### config.mk
export PLATFORM = sky130hd
export DESIGN_NAME = mbx_responder
export DESIGN_NICKNAME = d
export VERILOG_FILES = /design/src/rtl/mbx_pkg.sv /design/src/rtl/mbx_responder.sv
export VERILOG_INCLUDE_DIRS = /design/src /design/src/rtl
export SDC_FILE = /design/constraint.sdc
export NUM_CORES = 1
export LEC_CHECK = 0
export BUFFER_PORTS_ARGS = -buffer_cell sky130_fd_sc_hd__clkbuf_2
export CAP_MARGIN = 20
export CELL_PAD_IN_SITES_DETAIL_PLACEMENT = 1
export CELL_PAD_IN_SITES_GLOBAL_PLACEMENT = 1
export CORE_UTILIZATION = 39
export DETAILED_ROUTE_END_ITERATION = 6
export GPL_TIMING_DRIVEN = 0
export PLACE_DENSITY = 0.76
export SYNTH_ARGS = -nofsm -noshare
export SYNTH_HDL_FRONTEND = slang
export SYNTH_SLANG_ARGS = --single-unit
### constraint.sdc
create_clock -name clk -period 3.2 [get_ports clk]
set_clock_uncertainty 0.2 [all_clocks]
set_input_delay 0.16 -clock clk [delete_from_list [all_inputs] [get_ports clk]]
set_output_delay 0.16 -clock clk [all_outputs]
set_load 0.01 [all_outputs]
### src/rtl/mbx_regs.svh
// Register offsets, codes and limits of the query responder
`ifndef MBX_REGS_SVH
`define MBX_REGS_SVH
`define MBX_REG_TEMP_UNIT 16'h0081
`define MBX_REG_DEC_PLACE 16'h009b
`define MBX_REG_TC_CHECK 16'h009f
`define MBX_REG_MAINS 16'h00a6
`define MBX_REG_LINE2_DIS 16'h00ae
`define MBX_REG_LINE2 16'h00af
`define MBX_REG_LANG 16'h00c0
`define MBX_MAX_TEMP_UNIT 16'h0002
`define MBX_MAX_DEC_PLACE 16'h0002
`define MBX_MAX_BOOL 16'h0001
`define MBX_MAX_LINE2 16'h0002
`define MBX_MAX_LANG 16'h0005
`define MBX_EXC_FLAG 8'h80
`define MBX_FC_READ 8'h03
`define MBX_FC_WRITE 8'h06
`define MBX_FC_FILE_READ 8'h14
`define MBX_EX_FUNC 8'h01
`define MBX_EX_ADDR 8'h02
`define MBX_EX_VALUE 8'h03
`define MBX_EX_FAIL 8'h04
`define MBX_EX_BUSY 8'h06
`define MBX_EX_NAK 8'h07
`define MBX_EX_OVFL 8'h09
`define MBX_RESP_BUF 16'h0040
`define MBX_CRC_INIT 16'hffff
`define MBX_CRC_POLY 16'ha001
`endif

### src/rtl/mbx_pkg.sv
// Types shared by the query responder
package mbx_pkg;
    typedef struct packed {
        logic [7:0] slave;
        logic [7:0] func;
        logic [15:0] addr;
        logic [15:0] value;
        logic frame_err;
    } mbx_query_t;
    typedef struct packed {
        logic [7:0] slave;
        logic [7:0] func;
        logic [7:0] code;
        logic [15:0] data;
        logic [15:0] crc;
        logic is_exc;
    } mbx_resp_t;
    typedef enum logic [1:0] {
        MBX_DEC_NONE = 2'd0,
        MBX_DEC_ONE = 2'd1,
        MBX_DEC_TWO = 2'd2
    } mbx_dec_t;
    typedef enum logic [1:0] {
        MBX_L2_SETPOINT = 2'd0,
        MBX_L2_PV_WITH_LABEL = 2'd1,
        MBX_L2_PV_WITHOUT_LABEL = 2'd2
    } mbx_line2_t;
    typedef enum logic [2:0] {
        MBX_ST_IDLE = 3'b001,
        MBX_ST_CRC = 3'b010,
        MBX_ST_SEND = 3'b100
    } mbx_state_t;
endpackage

### src/rtl/mbx_responder.sv
// Query decoder, display set-up registers and response builder
//
// What this block does
// - Normal response echoes the query's function code.
// - Queries with parity, LRC or CRC error are dropped silently.
// - Exception response sets function code MSB, adding 80 hex.
// - Exception carries a reason code in the code field; data is zero.
// - Unsupported function answers exception 01.
// - Unknown register address answers exception 02.
// - Out-of-range write value answers exception 03.
// - Internal fault on valid message answers exception 04.
// - Query while busy is rejected with exception 06.
// - Unprocessable message answers negative acknowledge 07.
// - Function 20 oversized read answers exception 09.
// - Decimal place register: 0 none, 1 one, 2 two places.
// - Second line: 0 setpoint, 1 PV with label, 2 without.
`timescale 1ns/10ps
`include "mbx_regs.svh"
module mbx_responder (
    input wire logic clk,
    input wire logic srst,
    input wire logic query_valid,
    input wire mbx_pkg::mbx_query_t query,
    input wire logic dev_fault,
    input wire logic dev_busy,
    input wire logic dev_nak,
    output logic resp_valid,
    output mbx_pkg::mbx_resp_t resp,
    output logic [1:0] dec_place,
    output logic [1:0] line2_sel,
    output logic [1:0] temp_unit,
    output logic mains_50hz,
    output logic line2_off,
    output logic tc_check_off,
    output logic [2:0] lang_sel
);
    import mbx_pkg::*;

    // ------------------------------------------------------------
    // Helpers
    // ------------------------------------------------------------
    // One byte folded into a Modbus CRC; used for every response byte
    function automatic logic [15:0] crc_byte(input logic [15:0] c, input logic [7:0] b);
        logic [15:0] r;
        r = c ^ {8'h00, b};
        for (int i = 0; i < 8; i++) begin
            r = r[0] ? ((r >> 1) ^ `MBX_CRC_POLY) : (r >> 1);
        end
        return r;
    endfunction

    // ------------------------------------------------------------
    // Decode
    // ------------------------------------------------------------
    logic [15:0] temp_ff, dec_ff, tc_ff, mains_ff, l2dis_ff, l2_ff, lang_ff;
    mbx_state_t state_ff;
    mbx_resp_t resp_ff;
    logic [15:0] crc_ff;
    logic [2:0] idx_ff;

    wire is_read = query.func == `MBX_FC_READ;
    wire is_write = query.func == `MBX_FC_WRITE;
    wire is_file = query.func == `MBX_FC_FILE_READ;
    wire addr_hit = query.addr == `MBX_REG_TEMP_UNIT || query.addr == `MBX_REG_DEC_PLACE
        || query.addr == `MBX_REG_TC_CHECK || query.addr == `MBX_REG_MAINS
        || query.addr == `MBX_REG_LINE2_DIS || query.addr == `MBX_REG_LINE2
        || query.addr == `MBX_REG_LANG;
    // Range limit per register; enum codes above limit are refused
    wire [15:0] max_val = (query.addr == `MBX_REG_LANG) ? `MBX_MAX_LANG :
        (query.addr == `MBX_REG_DEC_PLACE) ? `MBX_MAX_DEC_PLACE :
        (query.addr == `MBX_REG_LINE2) ? `MBX_MAX_LINE2 :
        (query.addr == `MBX_REG_TEMP_UNIT) ? `MBX_MAX_TEMP_UNIT : `MBX_MAX_BOOL;
    wire value_bad = is_write && query.value > max_val;
    // Function 20 value field is the register count; buffer holds that many words
    wire file_big = is_file && query.value > `MBX_RESP_BUF;
    wire [15:0] rd_data = (query.addr == `MBX_REG_TEMP_UNIT) ? temp_ff :
        (query.addr == `MBX_REG_DEC_PLACE) ? dec_ff :
        (query.addr == `MBX_REG_TC_CHECK) ? tc_ff :
        (query.addr == `MBX_REG_MAINS) ? mains_ff :
        (query.addr == `MBX_REG_LINE2_DIS) ? l2dis_ff :
        (query.addr == `MBX_REG_LINE2) ? l2_ff : lang_ff;

    // Priority: busy, nak and fault first since the device cannot judge the rest
    wire [7:0] exc_code = dev_busy ? `MBX_EX_BUSY :
        dev_nak ? `MBX_EX_NAK :
        dev_fault ? `MBX_EX_FAIL :
        (!(is_read || is_write || is_file)) ? `MBX_EX_FUNC :
        file_big ? `MBX_EX_OVFL :
        (is_file || !addr_hit) ? `MBX_EX_ADDR :
        value_bad ? `MBX_EX_VALUE : 8'h00;
    wire is_exc = exc_code != 8'h00;
    wire take = query_valid && !query.frame_err && state_ff == MBX_ST_IDLE;
    wire do_write = take && !is_exc && is_write;

    // ------------------------------------------------------------
    // Set-up registers
    // ------------------------------------------------------------
    // Writes only land after every check passed, so stored codes stay legal
    always_ff @(posedge clk) begin
        if (srst) begin
            temp_ff <= 16'h0000;
            dec_ff <= 16'h0000;
            tc_ff <= 16'h0000;
            mains_ff <= 16'h0000;
            l2dis_ff <= 16'h0000;
            l2_ff <= 16'h0000;
            lang_ff <= 16'h0000;
        end else if (do_write) begin
            if (query.addr == `MBX_REG_TEMP_UNIT) temp_ff <= query.value;
            if (query.addr == `MBX_REG_DEC_PLACE) dec_ff <= query.value;
            if (query.addr == `MBX_REG_TC_CHECK) tc_ff <= query.value;
            if (query.addr == `MBX_REG_MAINS) mains_ff <= query.value;
            if (query.addr == `MBX_REG_LINE2_DIS) l2dis_ff <= query.value;
            if (query.addr == `MBX_REG_LINE2) l2_ff <= query.value;
            if (query.addr == `MBX_REG_LANG) lang_ff <= query.value;
        end
    end

    // Decoded set-up outputs
    assign temp_unit = temp_ff[1:0];
    assign dec_place = dec_ff[1:0];
    assign tc_check_off = tc_ff[0];
    assign mains_50hz = mains_ff[0];
    assign line2_off = l2dis_ff[0];
    assign line2_sel = l2_ff[1:0];
    assign lang_sel = lang_ff[2:0];

    // ------------------------------------------------------------
    // Response builder
    // ------------------------------------------------------------
    // Bytes fed to the CRC: slave, func, then code or two data bytes
    wire [7:0] crc_in = (idx_ff == 3'd0) ? resp_ff.slave :
        (idx_ff == 3'd1) ? resp_ff.func :
        resp_ff.is_exc ? resp_ff.code :
        (idx_ff == 3'd2) ? resp_ff.data[15:8] : resp_ff.data[7:0];
    wire [2:0] last_idx = resp_ff.is_exc ? 3'd2 : 3'd3;

    // One byte of CRC per cycle keeps the loop short at 125 MHz
    always_ff @(posedge clk) begin
        if (srst) begin
            state_ff <= MBX_ST_IDLE;
            resp_ff <= '0;
            crc_ff <= `MBX_CRC_INIT;
            idx_ff <= 3'd0;
        end else begin
            case (state_ff)
                MBX_ST_IDLE: begin
                    if (take) begin
                        resp_ff.slave <= query.slave;
                        resp_ff.func <= is_exc ? (query.func | `MBX_EXC_FLAG) : query.func;
                        resp_ff.code <= exc_code;
                        resp_ff.data <= is_exc ? 16'h0000 : (is_write ? query.value : rd_data);
                        resp_ff.crc <= 16'h0000;
                        resp_ff.is_exc <= is_exc;
                        crc_ff <= `MBX_CRC_INIT;
                        idx_ff <= 3'd0;
                        state_ff <= MBX_ST_CRC;
                    end
                end
                MBX_ST_CRC: begin
                    crc_ff <= crc_byte(crc_ff, crc_in);
                    idx_ff <= idx_ff + 3'd1;
                    if (idx_ff == last_idx) begin
                        resp_ff.crc <= crc_byte(crc_ff, crc_in);
                        state_ff <= MBX_ST_SEND;
                    end
                end
                MBX_ST_SEND: begin
                    state_ff <= MBX_ST_IDLE;
                end
                default: begin
                    state_ff <= MBX_ST_IDLE;
                end
            endcase
        end
    end

    // Response stands one cycle; the master handles silence itself
    assign resp_valid = state_ff == MBX_ST_SEND;
    assign resp = resp_ff;

    // ------------------------------------------------------------
    // Checks
    // ------------------------------------------------------------
    property p_drop_bad;
        @(posedge clk) disable iff (srst)
        (query_valid && query.frame_err && state_ff == MBX_ST_IDLE) |=> state_ff == MBX_ST_IDLE;
    endproperty
    a_drop_bad: assert property (p_drop_bad) else $error("bad frame answered");

    property p_echo;
        @(posedge clk) disable iff (srst)
        (take && !is_exc) |-> ##5 (resp_valid && resp.func == $past(query.func, 5));
    endproperty
    a_echo: assert property (p_echo) else $error("normal func not echoed");

    property p_exc_flag;
        @(posedge clk) disable iff (srst)
        resp_valid && resp.is_exc |-> resp.func[7] && resp.code != 8'h00;
    endproperty
    a_exc_flag: assert property (p_exc_flag) else $error("exception lacks msb or code");

    property p_exc_time;
        @(posedge clk) disable iff (srst)
        (take && is_exc) |-> ##4 (resp_valid && resp.is_exc);
    endproperty
    a_exc_time: assert property (p_exc_time) else $error("exception late");

    property p_busy;
        @(posedge clk) disable iff (srst)
        (take && dev_busy) |=> resp_ff.code == `MBX_EX_BUSY;
    endproperty
    a_busy: assert property (p_busy) else $error("busy not 06");

    property p_func;
        @(posedge clk) disable iff (srst)
        (take && !dev_busy && !dev_nak && !dev_fault && !is_read && !is_write && !is_file)
        |=> resp_ff.code == `MBX_EX_FUNC;
    endproperty
    a_func: assert property (p_func) else $error("illegal function not 01");

    property p_addr;
        @(posedge clk) disable iff (srst)
        (take && !dev_busy && !dev_nak && !dev_fault && (is_read || is_write) && !addr_hit)
        |=> resp_ff.code == `MBX_EX_ADDR;
    endproperty
    a_addr: assert property (p_addr) else $error("bad address not 02");

    property p_range;
        @(posedge clk) disable iff (srst)
        resp_valid |-> dec_ff <= 16'h0002 && l2_ff <= 16'h0002;
    endproperty
    a_range: assert property (p_range) else $error("display code out of range");

    // Refused queries must not disturb the stored decimal place, second line, language and unit codes
    property p_exc_keep;
        @(posedge clk) disable iff (srst)
        (take && is_exc) |=> dec_ff == $past(dec_ff) && l2_ff == $past(l2_ff)
            && lang_ff == $past(lang_ff) && temp_ff == $past(temp_ff);
    endproperty
    a_exc_keep: assert property (p_exc_keep) else $error("refused write stored");

    // Write above the register's limit on a healthy device
    property p_value;
        @(posedge clk) disable iff (srst)
        (take && !dev_busy && !dev_nak && !dev_fault && is_write && addr_hit
            && query.value > max_val) |=> resp_ff.code == `MBX_EX_VALUE;
    endproperty
    a_value: assert property (p_value) else $error("bad value not 03");

    // Fault only matters once busy and nak are out of the way
    property p_fault;
        @(posedge clk) disable iff (srst)
        (take && !dev_busy && !dev_nak && dev_fault) |=> resp_ff.code == `MBX_EX_FAIL;
    endproperty
    a_fault: assert property (p_fault) else $error("device fault not 04");

    // Negative acknowledge outranks everything but busy
    property p_nak;
        @(posedge clk) disable iff (srst)
        (take && !dev_busy && dev_nak) |=> resp_ff.code == `MBX_EX_NAK;
    endproperty
    a_nak: assert property (p_nak) else $error("nak not 07");

    // Oversized function 20 request on a healthy device
    property p_ovfl;
        @(posedge clk) disable iff (srst)
        (take && !dev_busy && !dev_nak && !dev_fault && is_file
            && query.value > `MBX_RESP_BUF) |=> resp_ff.code == `MBX_EX_OVFL;
    endproperty
    a_ovfl: assert property (p_ovfl) else $error("oversize read not 09");

    // Exception carries the code, never stale data
    property p_exc_data;
        @(posedge clk) disable iff (srst)
        resp_valid && resp.is_exc |-> resp.data == 16'h0000;
    endproperty
    a_exc_data: assert property (p_exc_data) else $error("exception carries data");

    // Reply goes back under the address it was sent to
    property p_slave;
        @(posedge clk) disable iff (srst)
        take |=> resp_ff.slave == $past(query.slave);
    endproperty
    a_slave: assert property (p_slave) else $error("slave address lost");

    // Normal reply must not look like an exception to the master
    property p_normal;
        @(posedge clk) disable iff (srst)
        resp_valid && !resp.is_exc |-> !resp.func[7] && resp.code == 8'h00;
    endproperty
    a_normal: assert property (p_normal) else $error("normal reply marked");

    // Accepted decimal place write shows up on the next cycle
    property p_dec_store;
        @(posedge clk) disable iff (srst)
        (do_write && query.addr == `MBX_REG_DEC_PLACE)
            |=> dec_place == $past(query.value[1:0]);
    endproperty
    a_dec_store: assert property (p_dec_store) else $error("decimal place not stored");

    // Accepted second line write shows up on the next cycle
    property p_line2_store;
        @(posedge clk) disable iff (srst)
        (do_write && query.addr == `MBX_REG_LINE2)
            |=> line2_sel == $past(query.value[1:0]);
    endproperty
    a_line2_store: assert property (p_line2_store) else $error("second line not stored");
endmodule

Word level (Yosys, flattened, before mapping)
Cells that the tools add are included.

word-level totals
  input port bits = 55
  register bits after elaboration = 187
  logic and storage cells = 121

operators by class
  bitwise gates (word level) = 9
  magnitude comparators = 2
  add/subtract/negate cells = 1
  muxes and demuxes = 43
  reduce and logical (&&, ||, !) cells = 32
  eq/ne operators = 18

operators with widths
  operator                                                        number
  2-to-1 mux 16 bit                                               18
  equality test 16 x 8 -> 1 bit, second input constant            7
  one-hot mux 16 bit (2 select lines)                             2
  2-to-1 mux 8 bit                                                5
  NOT 2 -> 3 bit                                                  8
  2-to-1 mux 4 bit                                                5
  AND reduction 2 bit                                             10
  2-to-1 mux 17 bit                                               1
  greater-than comparator 16 x 3 -> 1 bit                         1
  greater-than comparator 16 x 7 -> 1 bit, second input constant  1
  XOR 16 x 8 -> 16 bit                                            1
  2-to-1 mux 3 bit                                                4
  one-hot mux 3 bit (2 select lines)                              2
  2-to-1 mux 2 bit                                                5
  logical OR 1 bit                                                9
  equality test 8 x 2 -> 1 bit, second input constant             1
  equality test 8 x 3 -> 1 bit, second input constant             1
  equality test 8 x 5 -> 1 bit, second input constant             1
  nonzero test 8 bit                                              1
  equality test 3 x 1 -> 1 bit, second input constant             2
  equality test 3 x 2 -> 1 bit, second input constant             2
  logical AND 1 bit                                               6
  inequality test 2 bit, second input constant                    2
  adder 3 x 1 -> 3 bit, second input constant                     1
  other kinds (7)                                                 9

Longest topological paths before layout
Gate-level depths: netlist of the first run.

  word-level depth = 24
  depth in mapped cells = 15

Worst setup path after synthesis of the first run
OpenSTA, ideal clock, no wires.

  kind = input-to-reg
  from = input query[20] in the netlist's numbering
  to = register mains_ff[10]
  cell stages on the path = 15
  arrival = 3239 ps
  setup slack = -354 ps
  cell sequence = buf_2 or4_1 a21oi_1 o21ai_0 ha_1 nor2b_1 o21ai_0 a32oi_1 o41ai_1 and4_4 nand2_4 nor3_4 nor2_2 buf_6 and2_1

on the way
  longest elaborated chain between the ends = 20
  elaborated cells between the ends (all ways) = 33
  those cells by class = 1 x order compare; 7 x eq/ne; 11 x mux; 14 x reduce/logical

RTL lines
  what                                                                              RTL line              source
  start: declaration                                                                mbx_responder.sv:23   input wire mbx_pkg::mbx_query_t query,
  branches (longest 19 deep; another with greater-than comparator 16 x 3 -> 1 bit)  --
  AND reduction 2 bit (no line) *                                                   --
  end signal: assignment                                                            mbx_responder.sv:112  if (query.addr == `MBX_REG_MAINS) mains_ff <= query.value;
  end: declaration                                                                  mbx_responder.sv:55   logic [15:0] temp_ff, dec_ff, tc_ff, mains_ff, l2dis_ff, l2_ff, lang_ff;

Mark *: on every way between the ends.
A chain may end at the register's enable or synchronous reset.

Worst setup path in the final report of the first run
  from = input query[20] in the netlist's numbering
  to = register mains_ff[0]

Same word-level chain as after synthesis.

==> results.txt, run 1 <==
outcome: complete, but fails checks
failing checks: setup timing
CP Class: input pin to flop
number of flops mapped to enable cells by yosys: 0
initial core utilization: 40.0%
Slew Limit Fails: 0
FILL cells: 2447
Max Freq: 303 MHz
flop-to-flop setup slack: 0 ps
Critical path origin: query[20]
I/O pin cnt: 125
Warnings, synthesis: 0
relative slew slack: 39.4%
DRC: 0
Die ar.: 21400 sq um
Post-Route WL: 25700 um
PwrDens: 462 nW/um^2
DR vias/cell: 5.19
CP endpoint: mains_ff[0]
initial drt markers: 238
P_leak: 4.37 nW
Root Driver: clkbuf_16
top-count cell post-synth: dfxtp_1
RSZ-0062 raised after global routing: yes
post-synthesis instance area: 8110 sq um
placed inst area: 9120 sq um
via count: 7341
Die Span X: 146 um
Crit. End Element: flop
Cell Rows: 52
synth top area cells: dfxtp_1 46%, and2_1 7.0%, a21oi_1 6.5%
largest area contributor in the netlist: dfxtp_1
final hold violation count: 0
period utilization: 103%
CTS tree: yes
worst slew pin tran: 909 ps
main flop type after synthesis: dfxtp_1
Mapped Cells: 932
vias in the first global route: 7467
Nets: 1193
PnR worst setup slack: -102 ps
Yosys cell types: 62
CTS clock-pin slew for the worst setup and hold paths: 80 ps
DIE HEIGHT: 146 um
CTS HTree Levels: 4
VDD IR max: 0.362 mV
WP data arrival: 3400 ps
Ant. Diodes: 0
TritonCTS Buffers: 17
share of cells above drive strength 1: 25.2%
#FFs+latches synth: 187
largest net degree at the start of global routing: 19
Worst EP required: 3300 ps
Sink Count: 187
routability cong.: 0.861
Max-Cap Viols: 0
post-route cell area: 10600 sq um
Setup violations, final: 24
CTS max path bufs: 2
first-pass GRT wire length: 39800 um
IO Port Bufs: 118
maximum fanout along the worst path: 5
wire per inst: 18.2 um
Synth-to-Final Area Change: 30.1%
Syn Area/Cell: 8.71 sq um
minimum clock period: 3300 ps
R2R cell count: 11
post-route ant nets: 0
initial antenna violation count: 0
Commonest cells post-synth: 187 x dfxtp_1, 113 x nand2_1, 105 x a21oi_1, 91 x and2_1, 65 x nor2_1
Final HPWL DP: 17800 um
Async SR Flop Fraction: 0%
Setup crit start kind: input pin
Seq/Total Area, Yosys: 46.1%
r2r startpoint: idx_ff[0]
post-synth top area share: 46.1%
First-pass DRT Iterations: 5
total grt overflow: 0
Worst Hold Depth: 3
Crit Reg-Reg Endpoint: crc_ff[14]
gr usage total: 23.6%
Place WS: -730 ps
Worst-Skew Late Latency: 440 ps
CORE AREA: 20300 sq um
HP Class: input pin to flop
-- area by class of cell --
| cell class | count | area [sq um] | area share (%) |
|---|---|---|---|
| Clock buffer | 18 | 439 | 4.16 |
| Inverter | 6 | 22.5 | 0.213 |
| Tap cell | 270 | 338 | 3.20 |
| Sequential cell | 187 | 3750 | 35.5 |
| Timing Repair Buffer | 178 | 1110 | 10.5 |
| Buffer | 68 | 374 | 3.54 |
| Multi-Input combinational cell | 673 | 4370 | 41.4 |
| Clock inverter | 14 | 155 | 1.47 |
-- layer usage --
layer | GRT usage (%) | vias up | wire length [um]
met1 | 29.2 | 3537 | 11200
li1 | - | 3595 | -
met5 | 0 | - | 0
met4 | 8.65 | 0 | 588
met2 | 40.5 | 175 | 12900
met3 | 4.81 | 34 | 1010
-- logic make-up (layout without fill, tap and decap cells) --
group | after synthesis | count (layout) | share of synthesized area, %
compound gates | 196 | 196 | 14.2
xor+xnor | 25 | 25 | 2.87
fa+ha+maj | 7 | 7 | 1.08
buf+inv | 76 | 284 | 4.39
flops | 187 | 187 | 46.1
mux | 42 | 42 | 5.24
other cells | 1 | 4 | 0.0462
simple gates | 398 | 399 | 26.0
-- critical path, cell delays in order --
cell	delay, ps
buf_12	100
or4_4	560
a21oi_2	150
o21ai_2	90
ha_1	290
nor2b_1	140
o21ai_1	150
a32oi_1	100
o41ai_2	360
buf_4	180
and4_4	300
nand2_8	100
nor3_4	280
buf_4	160
mux2i_1	210
nor2_1	60
-- metrics by stage --
stage / hold slack, ps / instances / util, % / setup TNS (ps) / total power, W
2_1_floorplan: 96.0 / 935 / - / -6840 / 0.00258
3_3_place_gp: 190 / 1323 / 44.9 / -69020 / 0.00270
3_5_place_dp: 196 / 1323 / 44.9 / -78060 / 0.00271
4_1_cts: 8.51 / 1383 / 49.9 / -156 / 0.00487
5_1_grt: 37.9 / 1414 / 52.0 / -9760 / 0.00505
6_report: 24.4 / 1414 / 52.0 / -761 / 0.00488
-- placed cells by master (no fill, tap or decap), types with 17 or more instances in the layout --
master,synthesis,final
nor2b_1,22,21
clkbuf_1,46,36
a21oi_1,105,96
nand2_1,113,112
dlygate4sd3_1,0,22
a211oi_1,33,30
nor2_1,65,60
o21ai_0,24,22
nand3_1,31,31
clkbuf_2,0,116
buf_4,13,52
clkbuf_16,0,17
dfxtp_1,187,185
and2_1,91,91
mux2i_1,38,38
-- timing repair --
action	in CTS	in global routing
gates cloned	0	4
endpoints found under the setup margin	122	110
hold buffers	22	0
resized for setup	31	61
pin swaps	8	27
setup buffers	7	28
endpoints found under the hold margin	34	0
-- worst min path at each step --
stage	start	end	slack, ps
after floorplan	query[33]	resp[41]	100
after detailed placement	query[45]	resp[53]	200
final	query[0]	state_ff[0]	20
after global routing	query[0]	state_ff[0]	40
after CTS	query[0]	state_ff[0]	9
after global placement	query[45]	resp[53]	190
-- registers in the layout, indices dropped and copies added, names as in the netlist --
signal    count
idx_ff        3
dec_ff       16
l2dis_ff     16
crc_ff       16
temp_ff      16
lang_ff      16
state_ff      3
tc_ff        16
mains_ff     16
resp         53
l2_ff        16
-- power breakdown --
part           internal [W]  switching [W]
clock               0.00113       0.000995
combinational      0.000167       0.000227
sequential          0.00234      0.0000180
total               0.00364        0.00124
Note: power is estimated with default switching activity, not from simulation.
==> inputs of run 2 (changes only) <==
--- a/config.mk
+++ b/config.mk
@@ -10,10 +10,12 @@
 export CAP_MARGIN = 20
 export CELL_PAD_IN_SITES_DETAIL_PLACEMENT = 1
 export CELL_PAD_IN_SITES_GLOBAL_PLACEMENT = 1
-export CORE_UTILIZATION = 39
+export CORE_MARGIN = 2
+export CORE_UTILIZATION = 40
+export CTS_BUF_LIST = sky130_fd_sc_hd__clkbuf_8
 export DETAILED_ROUTE_END_ITERATION = 6
 export GPL_TIMING_DRIVEN = 0
-export PLACE_DENSITY = 0.76
+export PLACE_DENSITY = 0.77
 export SYNTH_ARGS = -nofsm -noshare
 export SYNTH_HDL_FRONTEND = slang
 export SYNTH_SLANG_ARGS = --single-unit
==> results.txt, run 2 (synthesized netlist as in run 1, its figures left out) <==
worst slew pin tran: 761 ps (-148 ps)
gr usage total: 23.1% (-0.57 points)
wire per inst: 17.5 um (-3.5%)
CTS max path bufs: 2 (unchanged)
initial drt markers: 282 (+18%)
post-route cell area: 10200 sq um (-3.7%)
r2r startpoint: idx_ff[0]
final hold violation count: 0 (unchanged)
maximum fanout along the worst path: 5 (unchanged)
Place WS: -666 ps (+64.5 ps)
TritonCTS Buffers: 17 (unchanged)
CP Class: flop to flop
Total Neg Setup Slack: 0 ps (+761 ps)
R2R cell count: 11 (unchanged)
CTS HTree Levels: 4 (unchanged)
CP endpoint: crc_ff[15]
P_leak: 4.17 nW (-4.6%)
outcome: complete, no violations
Root Driver: clkbuf_8
WP data arrival: 3310 ps (-90 ps)
Nets: 1173 (-1.7%)
vias in the first global route: 7476 (+0.12%)
Slew Limit Fails: 0 (unchanged)
First-pass DRT Iterations: 5 (unchanged)
Max Freq: 322 MHz (+6.4%)
first-pass GRT wire length: 39500 um (-0.73%)
max FFs per register: 53 (unchanged)
Setup crit start kind: flop
Worst-Skew Late Latency: 470 ps (+30 ps)
PnR worst setup slack: 98.0 ps (+200 ps)
via count: 7214 (-1.7%)
Cell Rows: 52 (unchanged)
share of cells above drive strength 1: 23.0% (-2.2 points)
Die ar.: 21400 sq um (+0.25%)
commonest non-fill, non-tap cells in the layout: 185 x dfxtp_1, 122 x clkbuf_2, 112 x nand2_1
DRC: 0 (unchanged)
IO Port Bufs: 118 (unchanged)
CTS tree: yes
Critical path origin: idx_ff[0]
minimum clock period: 3100 ps (-200 ps)
VDD IR max: 0.313 mV (-14%)
Crit Reg-Reg Endpoint: crc_ff[15]
Final HPWL DP: 18200 um (+2.1%)
relative slew slack: 49.3% (+9.9 points)
initial core utilization: 40.5% (+0.52 points)
Ant. Diodes: 0 (unchanged)
flop-to-flop setup slack: 100 ps (+100 ps)
I/O pin cnt: 125 (unchanged)
Crit. End Element: flop
HP Class: input pin to flop
Worst EP required: 3400 ps (+100 ps)
initial antenna violation count: 0 (unchanged)
DR vias/cell: 5.18 (-0.32%)
DIE HEIGHT: 146 um (+0.13%)
largest net degree at the start of global routing: 19 (unchanged)
Fin Hold WS: 36.7 ps (+12.2 ps)
routability cong.: 0.896 (+4.1%)
Synth-to-Final Area Change: 25.3%
commonest non-fill, non-tap cell in the layout: dfxtp_1
post-route ant nets: 0 (unchanged)
Die Span X: 146 um (+0.13%)
Max-Cap Viols: 0 (unchanged)
CTS clock-pin slew for the worst setup and hold paths: 110 ps (+30 ps)
FILL cells: 2427 (-0.82%)
Post-Route WL: 24400 um (-4.9%)
PwrDens: 420 nW/um^2 (-9.1%)
CORE AREA: 20000 sq um (-1.3%)
period utilization: 96.9% (-6.2 points)
Setup violations, final: 0 (-100%)
total grt overflow: 0 (unchanged)
Sink Count: 187 (unchanged)
placed inst area: 9120 sq um (unchanged)
run 2: cell types whose count changed in the layout (fill, tap and decap cells not counted), sizes merged:
| cell | previous run | this run |
|---|---|---|
| clkinvlp | 3 | 1 |
| inv | 12 | 14 |
| clkinv | 4 | 5 |
| bufinv | 1 | 0 |
| dlygate4sd3 | 22 | 23 |
| clkbuf | 170 | 177 |
| buf | 72 | 45 |
| nand2 | 115 | 114 |
run 2: cell type report:
cell class              instances  area, sq um  share of cell area, %
inverters                       6         22.5                  0.222
flip-flops and latches        187         3750                   36.8
plain buffers                  69          360                   3.54
multi-input cells             672         4370                   43.0
well taps                     270          338                   3.32
clock inverters                14          131                   1.29
clock buffers                  18          248                   2.44
repair buffers                158          948                   9.33
run 2: through the flow:
step                util [%]  total power [W]  std cells
floorplan                  -          0.00258        935
global placement        45.5          0.00270       1323
detailed placement      45.5          0.00271       1323
CTS                     49.6          0.00428       1386
global route            50.7          0.00443       1394
finish                  50.7          0.00427       1394
run 2: how the worst min path moves through the flow:
stage | start | endpoint | slack [ps] | depth (start not counted)
2_1_floorplan | query[33] | resp[41] | 100 | 2
3_3_place_gp | query[42] | resp[50] | 190 | 3
3_5_place_dp | query[46] | resp[54] | 190 | 3
4_1_cts | query[19] | tc_ff[0] | 3 | 5
5_1_grt | query[19] | tc_ff[0] | 80 | 5
6_report | query[19] | tc_ff[0] | 40 | 5
run 2: per-layer routing:
| layer | track usage [%] | up-vias | share of wire (%) |
|---|---|---|---|
| met5 | 0 | - | 0 |
| met3 | 3.50 | 39 | 4.0 |
| li1 | - | 3547 | - |
| met4 | 8.11 | 0 | 2.8 |
| met2 | 40.0 | 156 | 49 |
| met1 | 29.3 | 3472 | 44 |
run 2: power by group:
group,internal (W),switching (W)
Clock,0.000595,0.000942
Combinational,0.000153,0.000217
Sequential,0.00234,0.0000181
run 2: repair_timing:
action                                 CTS  global route
buffers inserted                         7            10
endpoints found under the hold margin   50             0
pin swaps                                8            17
resized for setup                       25            45
hold buffers                            24             0
setup endpoints to repair              105           109
run 2: worst max-delay path: stages (launching register included):
cell	delay [ps]
dfxtp_2	360
inv_1	150
ha_4	190
nor2b_4	170
mux2_2	370
a21oi_4	250
xnor2_4	110
xnor2_2	270
xnor3_2	460
xnor2_1	260
nor2_1	70
o21bai_1	170
